### src/wpf_map.svh
`ifndef WPF_MAP_SVH
`define WPF_MAP_SVH

// Write queue address: device select in the top bits, queue in the low bits.
`define WPF_WADDR_W 8
`define WPF_DEV_MSB 7
`define WPF_DEV_LSB 5
`define WPF_ID_W 3
`define WPF_QUEUE_W 5
`define WPF_QUEUE_MSB 4
`define WPF_QIDX_MSB 3
`define WPF_NUM_QUEUES 16
`define WPF_SECT_W 8
`define WPF_SECT_BIT 3
`define WPF_SECT1_MSB 7
`define WPF_SECT1_LSB 0
`define WPF_SECT2_MSB 15
`define WPF_SECT2_LSB 8

// Register port.
`define WPF_REG_AW 8
`define WPF_REG_DW 32
`define WPF_OFS_STATUS 8'h00
`define WPF_OFS_IRQ_STAT 8'h04
`define WPF_OFS_IRQ_MASK 8'h08

// Status register fields.
`define WPF_ST_MODE 0
`define WPF_ST_ID_LSB 1
`define WPF_ST_ID_MSB 3
`define WPF_ST_MASTER 4
`define WPF_ST_QUEUE_LSB 5
`define WPF_ST_QUEUE_MSB 9
`define WPF_ST_FF_OWN 10
`define WPF_ST_BUS_OE 11
`define WPF_ST_SEQ_LSB 12
`define WPF_ST_SEQ_MSB 15
`define WPF_ST_SECT 16

// Interrupt status and mask layout.
`define WPF_IRQ_W 3
`define WPF_IRQ_FULL 0
`define WPF_IRQ_LOOP 1
`define WPF_IRQ_STRB 2

// Reset values.
`define WPF_IRQ_RST 3'h0
`define WPF_ID_RST 3'h0
`define WPF_QUEUE_RST 5'h00
`define WPF_BUS_IDLE 8'hff
`define WPF_RDATA_RST 32'h0000_0000

`endif

### src/wpf_pkg.sv
package wpf_pkg;

    typedef enum logic [3:0] {
        WPF_POLL_START = 4'h1,
        WPF_POLL_IDLE = 4'h2,
        WPF_POLL_SECT1 = 4'h4,
        WPF_POLL_SECT2 = 4'h8
    } wpf_poll_state_t;

    typedef enum logic {
        WPF_MODE_DIRECT = 1'h0,
        WPF_MODE_POLLED = 1'h1
    } wpf_mode_t;

endpackage : wpf_pkg

### src/wpf_sel_if.sv
`timescale 1ns/100ps
`default_nettype none
`include "wpf_map.svh"

interface wpf_sel_if;
    logic sel_take;
    logic [`WPF_QUEUE_W-1:0] sel_queue;
    logic sel_mine;
    logic polled;
    logic master;

    modport ctrl (
        output sel_take,
        output sel_queue,
        output sel_mine,
        output polled,
        output master
    );

    modport flag (
        input sel_take,
        input sel_queue,
        input sel_mine,
        input polled,
        input master
    );
endinterface : wpf_sel_if

`default_nettype wire

### src/wpf_full_flag.sv
`timescale 1ns/100ps
`default_nettype none
`include "wpf_map.svh"

module wpf_full_flag
    import wpf_pkg::*;
(
    input wire logic clk_i,
    input wire logic rst_n_i,
    wpf_sel_if.flag sel,
    input wire logic [`WPF_NUM_QUEUES-1:0] queue_full_i,
    output logic full_flag_n_o,
    output logic full_flag_oe_o,
    output logic [`WPF_QUEUE_W-1:0] queue_o
);

    logic [`WPF_QUEUE_W-1:0] queue_reg;
    logic [`WPF_QUEUE_W-1:0] queue_next;
    logic own_reg;
    logic own_next;
    logic ff_reg;
    logic ff_next;

    always_comb begin
        queue_next = queue_reg;
        own_next = own_reg;
        if (sel.sel_take) begin
            queue_next = sel.sel_queue;
            own_next = sel.sel_mine;
        end
        // A queue number beyond this device's queues reads as full so no write is invited.
        if (queue_next[`WPF_QUEUE_MSB]) begin
            ff_next = 1'h0;
        end else begin
            ff_next = ~queue_full_i[queue_next[`WPF_QIDX_MSB:0]];
        end
    end

    always_ff @(posedge clk_i) begin
        if (!rst_n_i) begin
            queue_reg <= `WPF_QUEUE_RST;
            own_reg <= 1'h0;
            ff_reg <= 1'h0;
        end else begin
            queue_reg <= queue_next;
            own_reg <= own_next;
            ff_reg <= ff_next;
        end
    end

    assign full_flag_n_o = ff_reg;
    assign full_flag_oe_o = own_reg;
    assign queue_o = queue_reg;

endmodule : wpf_full_flag

`default_nettype wire

### src/wpf_poll_seq.sv
`timescale 1ns/100ps
`default_nettype none
`include "wpf_map.svh"

module wpf_poll_seq
    import wpf_pkg::*;
(
    input wire logic clk_i,
    input wire logic rst_n_i,
    wpf_sel_if.flag sel,
    input wire logic token_in_i,
    output wpf_poll_state_t state_o,
    output wpf_poll_state_t state_next_o
);

    wpf_poll_state_t state_reg;
    wpf_poll_state_t state_next;

    always_comb begin
        state_next = state_reg;
        unique case (state_reg)
            WPF_POLL_START: begin
                // The master opens the loop on the first edge after reset.
                state_next = (sel.polled && sel.master) ? WPF_POLL_SECT1 : WPF_POLL_IDLE;
            end
            WPF_POLL_IDLE: begin
                if (sel.polled && token_in_i) begin
                    state_next = WPF_POLL_SECT1;
                end
            end
            WPF_POLL_SECT1: begin
                state_next = WPF_POLL_SECT2;
            end
            WPF_POLL_SECT2: begin
                // A single device sees its own token here and goes straight back to sector 1.
                state_next = token_in_i ? WPF_POLL_SECT1 : WPF_POLL_IDLE;
            end
        endcase
    end

    always_ff @(posedge clk_i) begin
        if (!rst_n_i) begin
            state_reg <= WPF_POLL_START;
        end else begin
            state_reg <= state_next;
        end
    end

    assign state_o = state_reg;
    assign state_next_o = state_next;

endmodule : wpf_poll_seq

`default_nettype wire

### src/wpf_top.sv
`timescale 1ns/100ps
`default_nettype none
`include "wpf_map.svh"

module wpf_top
    import wpf_pkg::*;
(
    input wire logic clk_i,
    input wire logic rst_n_i,
    input wire logic [`WPF_WADDR_W-1:0] write_queue_address_bus_i,
    input wire logic write_address_enable_i,
    input wire logic [`WPF_NUM_QUEUES-1:0] queue_full_i,
    input wire logic [`WPF_NUM_QUEUES-1:0] queue_almost_full_i,
    input wire logic flag_mode_select_i,
    input wire logic [`WPF_ID_W-1:0] device_identity_pins_i,
    input wire logic master_device_i,
    input wire logic almost_full_bus_strobe_i,
    input wire logic serial_enable_output_n_i,
    input wire logic almost_full_token_in_i,
    input wire logic [`WPF_REG_AW-1:0] reg_addr_i,
    input wire logic [`WPF_REG_DW-1:0] reg_wdata_i,
    input wire logic reg_wr_i,
    input wire logic reg_rd_i,
    output logic full_flag_n_o,
    output logic full_flag_oe_o,
    output logic [`WPF_SECT_W-1:0] almost_full_flag_bus_n_o,
    output logic almost_full_flag_bus_oe_o,
    output logic almost_full_bus_sync_o,
    output logic almost_full_token_out_o,
    output logic [`WPF_REG_DW-1:0] reg_rdata_o,
    output logic irq_o
);

    wpf_sel_if sel_bus ();

    // Configuration caught while reset is held; it must not move afterwards.
    wpf_mode_t mode_reg;
    wpf_mode_t mode_next;
    logic [`WPF_ID_W-1:0] id_reg;
    logic [`WPF_ID_W-1:0] id_next;
    logic master_reg;
    logic master_next;

    always_comb begin
        mode_next = mode_reg;
        id_next = id_reg;
        master_next = master_reg;
        if (!rst_n_i) begin
            mode_next = wpf_mode_t'(flag_mode_select_i);
            id_next = device_identity_pins_i;
            master_next = master_device_i;
        end
    end

    always_ff @(posedge clk_i) begin
        mode_reg <= mode_next;
        id_reg <= id_next;
        master_reg <= master_next;
    end

    logic polled;
    logic dev_match;

    always_comb begin
        polled = (mode_reg == WPF_MODE_POLLED);
        dev_match = (write_queue_address_bus_i[`WPF_DEV_MSB:`WPF_DEV_LSB] == id_reg);
        sel_bus.sel_take = write_address_enable_i;
        sel_bus.sel_queue = write_queue_address_bus_i[`WPF_QUEUE_MSB:0];
        sel_bus.sel_mine = dev_match;
        sel_bus.polled = polled;
        sel_bus.master = master_reg;
    end

    logic [`WPF_QUEUE_W-1:0] ff_queue;

    wpf_full_flag u_full_flag (
        .clk_i(clk_i),
        .rst_n_i(rst_n_i),
        .sel(sel_bus.flag),
        .queue_full_i(queue_full_i),
        .full_flag_n_o(full_flag_n_o),
        .full_flag_oe_o(full_flag_oe_o),
        .queue_o(ff_queue)
    );

    wpf_poll_state_t seq_state;
    wpf_poll_state_t seq_state_next;

    wpf_poll_seq u_poll_seq (
        .clk_i(clk_i),
        .rst_n_i(rst_n_i),
        .sel(sel_bus.flag),
        .token_in_i(almost_full_token_in_i),
        .state_o(seq_state),
        .state_next_o(seq_state_next)
    );

    // Direct-mode sector choice and the flag bus output stage.
    logic dir_own_reg;
    logic dir_own_next;
    logic dir_sect_reg;
    logic dir_sect_next;
    logic strobe_ok;
    logic strobe_bad;
    logic [`WPF_SECT_W-1:0] bus_reg;
    logic [`WPF_SECT_W-1:0] bus_next;
    logic bus_oe_reg;
    logic bus_oe_next;
    logic sync_reg;
    logic sync_next;
    logic token_reg;
    logic token_next;
    logic [`WPF_SECT_W-1:0] sect1_n;
    logic [`WPF_SECT_W-1:0] sect2_n;

    always_comb begin
        sect1_n = ~queue_almost_full_i[`WPF_SECT1_MSB:`WPF_SECT1_LSB];
        sect2_n = ~queue_almost_full_i[`WPF_SECT2_MSB:`WPF_SECT2_LSB];
        // A strobe during programming or in polled mode is ignored and reported.
        strobe_ok = almost_full_bus_strobe_i && !polled && !serial_enable_output_n_i;
        strobe_bad = almost_full_bus_strobe_i && !strobe_ok;
        dir_own_next = dir_own_reg;
        dir_sect_next = dir_sect_reg;
        if (strobe_ok) begin
            dir_own_next = dev_match;
            dir_sect_next = write_queue_address_bus_i[`WPF_SECT_BIT];
        end
        if (polled) begin
            dir_own_next = 1'h0;
        end
        bus_next = `WPF_BUS_IDLE;
        bus_oe_next = 1'h0;
        sync_next = 1'h0;
        token_next = 1'h0;
        if (polled) begin
            if (seq_state_next == WPF_POLL_SECT1) begin
                bus_next = sect1_n;
                bus_oe_next = 1'h1;
                sync_next = 1'h1;
            end else if (seq_state_next == WPF_POLL_SECT2) begin
                bus_next = sect2_n;
                bus_oe_next = 1'h1;
                token_next = 1'h1;
            end
        end else if (dir_own_next) begin
            // The latched sector keeps tracking live flags until the next strobe.
            bus_next = dir_sect_next ? sect2_n : sect1_n;
            bus_oe_next = 1'h1;
        end
    end

    always_ff @(posedge clk_i) begin
        if (!rst_n_i) begin
            dir_own_reg <= 1'h0;
            dir_sect_reg <= 1'h0;
            bus_reg <= `WPF_BUS_IDLE;
            bus_oe_reg <= 1'h0;
            sync_reg <= 1'h0;
            token_reg <= 1'h0;
        end else begin
            dir_own_reg <= dir_own_next;
            dir_sect_reg <= dir_sect_next;
            bus_reg <= bus_next;
            bus_oe_reg <= bus_oe_next;
            sync_reg <= sync_next;
            token_reg <= token_next;
        end
    end

    assign almost_full_flag_bus_n_o = bus_reg;
    assign almost_full_flag_bus_oe_o = bus_oe_reg;
    assign almost_full_bus_sync_o = sync_reg;
    assign almost_full_token_out_o = token_reg;

    // Interrupt status, mask and register read port.
    logic [`WPF_IRQ_W-1:0] irq_stat_reg;
    logic [`WPF_IRQ_W-1:0] irq_stat_next;
    logic [`WPF_IRQ_W-1:0] irq_mask_reg;
    logic [`WPF_IRQ_W-1:0] irq_mask_next;
    logic [`WPF_IRQ_W-1:0] irq_set;
    logic [`WPF_IRQ_W-1:0] irq_clr;
    logic irq_reg;
    logic irq_next;
    logic ff_prev_reg;
    logic ff_prev_next;
    logic [`WPF_REG_DW-1:0] rdata_reg;
    logic [`WPF_REG_DW-1:0] rdata_next;
    logic [`WPF_REG_DW-1:0] status_word;

    always_comb begin
        ff_prev_next = full_flag_n_o;
        irq_set = '0;
        // The owned queue just turned full: writes on the shared line stop here.
        irq_set[`WPF_IRQ_FULL] = full_flag_oe_o && ff_prev_reg && !full_flag_n_o;
        irq_set[`WPF_IRQ_LOOP] = sync_next;
        irq_set[`WPF_IRQ_STRB] = strobe_bad;
        irq_clr = '0;
        if (reg_wr_i && (reg_addr_i == `WPF_OFS_IRQ_STAT)) begin
            irq_clr = reg_wdata_i[`WPF_IRQ_W-1:0];
        end
        // A new event wins over a clear written in the same cycle.
        irq_stat_next = (irq_stat_reg & ~irq_clr) | irq_set;
        irq_mask_next = irq_mask_reg;
        if (reg_wr_i && (reg_addr_i == `WPF_OFS_IRQ_MASK)) begin
            irq_mask_next = reg_wdata_i[`WPF_IRQ_W-1:0];
        end
        irq_next = |(irq_stat_next & irq_mask_next);

        status_word = '0;
        status_word[`WPF_ST_MODE] = polled;
        status_word[`WPF_ST_ID_MSB:`WPF_ST_ID_LSB] = id_reg;
        status_word[`WPF_ST_MASTER] = master_reg;
        status_word[`WPF_ST_QUEUE_MSB:`WPF_ST_QUEUE_LSB] = ff_queue;
        status_word[`WPF_ST_FF_OWN] = full_flag_oe_o;
        status_word[`WPF_ST_BUS_OE] = bus_oe_reg;
        status_word[`WPF_ST_SEQ_MSB:`WPF_ST_SEQ_LSB] = seq_state;
        status_word[`WPF_ST_SECT] = dir_sect_reg;

        rdata_next = `WPF_RDATA_RST;
        if (reg_rd_i) begin
            unique case (reg_addr_i)
                `WPF_OFS_STATUS: rdata_next = status_word;
                `WPF_OFS_IRQ_STAT: rdata_next[`WPF_IRQ_W-1:0] = irq_stat_reg;
                `WPF_OFS_IRQ_MASK: rdata_next[`WPF_IRQ_W-1:0] = irq_mask_reg;
                default: rdata_next = `WPF_RDATA_RST;
            endcase
        end
    end

    always_ff @(posedge clk_i) begin
        if (!rst_n_i) begin
            irq_stat_reg <= `WPF_IRQ_RST;
            irq_mask_reg <= `WPF_IRQ_RST;
            irq_reg <= 1'h0;
            ff_prev_reg <= 1'h0;
            rdata_reg <= `WPF_RDATA_RST;
        end else begin
            irq_stat_reg <= irq_stat_next;
            irq_mask_reg <= irq_mask_next;
            irq_reg <= irq_next;
            ff_prev_reg <= ff_prev_next;
            rdata_reg <= rdata_next;
        end
    end

    assign irq_o = irq_reg;
    assign reg_rdata_o = rdata_reg;

endmodule : wpf_top

`default_nettype wire

### config.mk
export PLATFORM = sky130hd
export DESIGN_NAME = wpf_top
export DESIGN_NICKNAME = d
export VERILOG_FILES = /design/src/wpf_pkg.sv /design/src/wpf_sel_if.sv /design/src/wpf_full_flag.sv /design/src/wpf_poll_seq.sv /design/src/wpf_top.sv
export VERILOG_INCLUDE_DIRS = /design/src
export SDC_FILE = /design/constraint.sdc
export NUM_CORES = 1
export LEC_CHECK = 0
export ABC_AREA = 1
export BUFFER_PORTS_ARGS = -buffer_cell sky130_fd_sc_hd__buf_2
export CAP_MARGIN = 15
export CORE_MARGIN = 2
export CORE_UTILIZATION = 45
export CTS_CLUSTER_SIZE = 40
export DETAILED_ROUTE_END_ITERATION = 10
export PLACE_DENSITY = 0.8
export SKIP_CTS_REPAIR_TIMING = 1
export SLEW_MARGIN = 20
export SYNTH_ARGS = -nofsm -noshare
export SYNTH_HDL_FRONTEND = slang
export SYNTH_SLANG_ARGS = --single-unit
### constraint.sdc
create_clock -name clk_i -period 1.55 [get_ports clk_i]
set_input_delay 0.31 -clock clk_i [delete_from_list [all_inputs] [get_ports clk_i]]
set_output_delay 0.31 -clock clk_i [all_outputs]
set_load 0.01 [all_outputs]
Word-level counts from Yosys, hierarchy flattened
Index checks and enable logic that the tools add are counted.
{ "totals": {"wordCells": 81, "inputBits": 93, "reg_bits": 69} }
{ "classes": {"mux": 24, "bitwise": 9, "order_cmp": 1, "n_reduce_logical": 19, "eq_ne": 9} }
{ "op_table": {"columns": ["operator", "count"], "rows": [
  ["8-bit two-way mux", 5],
  ["8-bit NOT", 2],
  ["4-bit case mux with 4 select lines", 1],
  ["3-bit two-way mux", 4],
  ["1-bit two-way mux", 10],
  ["1-bit logical AND", 9],
  ["3-bit case mux with 3 select lines", 1],
  ["4-bit by 3-bit equality test with 1-bit output (second input constant)", 2],
  ["4-bit equality test (second input constant)", 2],
  ["8-bit by 3-bit equality test with 1-bit output (second input constant)", 1],
  ["8-bit by 4-bit equality test with 1-bit output (second input constant)", 1],
  ["8-bit logical NOT", 1],
  ["3-bit bitwise AND", 2],
  ["3-bit OR reduction", 2],
  ["4-bit by 5-bit < comparator with 1-bit output (second input constant)", 1],
  ["5-bit two-way mux", 1],
  ["1-bit binary-select mux with 4-bit select", 1],
  ["4-bit by 1-bit equality test with 1-bit output (second input constant)", 1],
  ["4-bit by 2-bit equality test with 1-bit output (second input constant)", 1],
  ["1-bit logical NOT", 4],
  ["4-bit two-way mux", 1],
  ["3-bit equality test", 1],
  ["1-bit NOT", 3],
  ["3-bit NOT", 1],
  ["other kinds (4)", 4]
]} }

Logic depth before layout (Yosys ltp)
{ "depth": {"ltp_word": 9, "ltp_mapped": 11, "mapped_depth_nobuf": 10} }

Cells and area by module
A second synthesis with hierarchy kept.
{ "hier_totals": {"hier_cells": 360, "area_unflattened_um2": 2650.0} }
{ "by_module_without_submodules": {"columns": ["mod", "cells_each", "area_each_um2", "n_inst"], "rows": [
  ["wpf_top", 253, 1954.4, 1],
  ["wpf_full_flag", 70, 455.4, 1],
  ["wpf_poll_seq", 37, 240.2, 1]
]} }

Least setup slack after synthesis
No wires, ideal clock.
{ "synth_path": {"kind": "input to register", "startpoint": "input port rst_n_i", "endpoint": "register id_reg[0] (enable)", "t_arrival_ns": 1.005, "setup_time_ns": 0.366, "slack_ns": 0.179, "path_buffers": 2, "stages": 3, "path_cell_list": "buf_2 inv_1 clkbuf_1"} }
{ "synth_rtl": {"columns": ["element", "line", "text"], "rows": [
  ["from (decl)", "wpf_top.sv:9", "input wire logic rst_n_i,"],
  ["to (signal assigned)", "wpf_top.sv:57", "id_reg <= id_next;"],
  ["to (decl)", "wpf_top.sv:39", "logic [`WPF_ID_W-1:0] id_reg;"]
]} }
No word-level cell between the ends.

Worst setup path after layout
{ "layout_path": {"startpoint": "register id_reg[1]", "endpoint": "register bus_reg[3], in the netlist almost_full_flag_bus_n_o[3]"} }
{ "layout_between": {"elab_chain_cells": 5} }
{ "layout_rtl": {"columns": ["element", "line", "text"], "rows": [
  ["3-bit equality test", "wpf_top.sv:66", "dev_match = (write_queue_address_bus_i[`WPF_DEV_MSB:`WPF_DEV_LSB] == id_reg);"],
  ["1-bit two-way mux", "wpf_top.sv:124", "if (strobe_ok) begin"],
  ["1-bit two-way mux", "wpf_top.sv:128", "if (polled) begin"],
  ["8-bit two-way mux", "wpf_top.sv:145", "end else if (dir_own_next) begin"],
  ["8-bit two-way mux", "wpf_top.sv:135", "if (polled) begin"],
  ["to (signal assigned)", "wpf_top.sv:156", "bus_reg <= `WPF_BUS_IDLE;"],
  ["to (signal assigned)", "wpf_top.sv:163", "bus_reg <= bus_next;"],
  ["to (decl)", "wpf_top.sv:105", "logic [`WPF_SECT_W-1:0] bus_reg;"]
]} }
Every way passes these cells.
A chain may end at the register's enable or synchronous reset.

==> impl_results.md <==
- Outcome: complete, no violations
- Max Fclk: 690 MHz
- Multi-input logic area: 1280 um^2
- Top FF cell, synth: dfxtp_1
- Row cnt: 28
- Port Buffers: 94
- Post-synthesis cell type count: 36
- RSZ-0062 raised after global routing: false
- CTS root buf: clkbuf_8
- Power share of the clock group: a little under a third
- Max Cap Viol: 0
- Leading area contributor after synthesis: dfxtp_1
- Tot Pwr: ~0.0029 W
- Largest net degree at the start of global routing: 16
- Post-Route WL: around 6300 um
- Start of the worst register-to-register path: id_reg[1]
- Clock transition at path regs: around 0.09 ns
- Yosys top cell area share: approximately 37%
- Setup crit start kind: register
- Asr flop ratio synth: 0%
- CTS H-tree depth: 2
- Clock latency at the later pin of the worst-skew pair: around 0.3 ns
- Register area share after synthesis: 42.5%
- Grt total ovfl: 0
- Peak VDD IR: roughly 0.00046 V
- Final #Nets: 557
- WP data required: between 1.5 and 2 ns
- Combinational power share: 17.0%
- CP endpoint kind: register
- Layout cells sized above 1: roughly 31%
- Die Span Y: slightly above 80 um
- Average cell area after synthesis: about 7.4 um^2
- CTS max path bufs: 2
- Hold Path End: id_reg[2]
- PwrDens: between 800 and 900 nW/um^2
- Vias: ~2.5k
- Cell area after synthesis: between 2000 and 3000 um^2
- WS Path Type: register to register
- Die W: approximately 81 um
- Fin crit period: roughly 1.4 ns
- Post-DP HPWL: approximately 4800 um
- CTS Buf Count: 5
- WL/cell: around 12 um
- Clock Sinks: 54
- Hold path startpoint: device_identity_pins_i[2]
- Number of synthesized flops with an enable pin: 5
- Int Power: between 0.002 and 0.0025 W
- Vias in the first global route: 2353
- Initial cell density of the core: 45.8%
- ANT nets after route: 0
- Hold Path Cell Cnt: 1
- Area grow syn2layout: 24.9%
- Reg-to-reg slack, setup: between 0.1 and 0.15 ns
- GPL Wtd Cong: approximately 0.85
- Sw power: a little under 0.0008 W
- Worst min-delay path class: input pin to register
- Max Slew Vio Count: 0
- Reg2Reg Depth: 6
- Die ar.: approximately 6500 um^2
- Max reg flops: 17
- 1st-pass router iterations: 4
- Ys Warns: 0
- CTS tree: yes
- # diodes: 0
- Hold WS: between 0.15 and 0.2 ns
- Total global-route track usage: a little under a fifth
- Post-DP Area: between 3000 and 4000 um^2
- Worst-path maximum fanout: 4
- Switching share of power: 26.4%
- DR iter-0 viols: 90
- Core area: ~5800 um^2
- Post-synthesis sequential element count: 54
- Layout fillers: a little under 600
- Final period util: between 90% and 100%
- Hold Vio Cnt, Final: 0
- Initial antenna violation count: 0
- Cells after synthesis: 359
- Flop pwr share: 51.2%
- First-pass GRT wire length: ~9900 um
- Setup TNS: 0 ns
- Design area: 3320 um^2
- Area contributors post-synth: dfxtp_1 37%, nand2_1 14%, nand3_1 10%
- Final setup fails: 0
- Max Clock Skew: between 0.005 and 0.006 ns
- Static Leak: 1.70 nW
- R2r endpoint: almost_full_flag_bus_n_o[3]
- DR vias/cell: roughly 4.7
- Register Area: 1130 um^2
- Arr. time, crit path: 1.65 ns
- DR DRC count: 0
- Ports: 139
-- power by group through the flow --
stage | logic (W) | clock network, W | registers [W]
finish | 0.000496 | 0.000924 | 0.00149
global route | 0.000553 | 0.000995 | 0.00150
CTS | 0.000478 | 0.000943 | 0.00149
detailed placement | 0.000475 | 0 | 0.00152
global placement | 0.000459 | 0 | 0.00152
floorplan | 0.000326 | 0 | 0.00152
-- worst max-delay path: stages (launching register included) --
cell      delay (ns)
edfxtp_1        0.41
xnor2_1         0.22
nand3_2         0.20
o21ai_2         0.28
nand3b_1        0.11
nand2_1         0.07
nand2_1         0.05
-- per-layer routing --
metal	up-vias	global-route usage (%)	wire length [um]
li1	1313	-	-
met2	95	32.6	2970
met3	5	4.22	449
met4	0	5.59	72
met5	-	0	0
met1	1120	24.1	2780
-- synth_stat cells (2+ instances only) --
cell type and count:
nand2_1 96, nand3b_1 5, o21ai_4 2, nor2_1 39, nand2_2 7, nand3_1 53, edfxtp_1 5, xnor2_1 3
buf_4 16, nand3_2 2, a31oi_1 2, nor2_2 5, inv_1 38, inv_2 2, dfxtp_1 49, buf_2 3
a21oi_2 2, o21ai_0 4, nand2_8 2, o211ai_1 2, a21oi_1 7
-- area by class of cell --
class | count | share of cell area [%]
multi-input cells | 257 | 38.6
flip-flops and latches | 54 | 34.0
repair buffers | 104 | 16.4
inverters | 42 | 4.97
well taps | 75 | 2.82
clock buffers | 7 | 2.30
clock inverters | 1 | 0.903
-- cells in the final DEF, fill, tap and decap left out --
cell type,count
nor2_4,1
nand4_2,1
nand2_4,1
nor2_2,5
xnor2_1,3
or2_4,1
a21oi_2,2
nand3_1,52
nand3_2,3
dfxtp_1,49
a21oi_1,7
conb_1,15
buf_2,94
o21ai_2,2
o211ai_1,2
o21ai_1,1
nand2_1,96
edfxtp_1,5
bufinv_16,1
clkbuf_8,5
nand4_1,1
clkbuf_1,2
a31oi_1,2
inv_1,38
o21ai_0,4
nand4_4,1
clkinv_4,1
nand3b_1,5
inv_2,2
nand3_4,1
or2_2,1
inv_4,1
buf_4,10
nand2_2,7
o21ai_4,2
nor2_1,39
nand2_8,2
-- kinds of logic (layout without fill, tap and decap cells) --
group	Yosys count	count (layout)	share of synthesized area (%)
simple gates	217	217	39.1
flops	54	54	42.5
other cells	1	15	0.141
xor+xnor	3	3	0.987
compound gates	21	22	5.50
buf+inv	63	154	11.8
-- through the flow --
step           setup WS, ns  cells  utilization (%)
2_1_floorplan         0.179    373                -
3_3_place_gp          0.129    527             54.6
3_5_place_dp          0.104    527             54.6
4_1_cts              0.0761    535             56.4
5_1_grt              0.0203    540             57.2
6_report              0.101    540             57.2
-- worst max-delay path by stage --
stage             startpoint                     endpoint  slack, ns  depth (start not counted)
2_1_floorplan        rst_n_i                    id_reg[0]       0.18                          3
3_3_place_gp   reg_addr_i[1]                        irq_o       0.13                          9
3_5_place_dp   reg_addr_i[1]                        irq_o       0.10                          9
4_1_cts            id_reg[1]    almost_full_flag_bus_oe_o       0.08                          7
5_1_grt            id_reg[1]    almost_full_flag_bus_oe_o       0.02                          7
6_report           id_reg[1]  almost_full_flag_bus_n_o[3]       0.10                          6
Power figures use the tool's default switching activity.
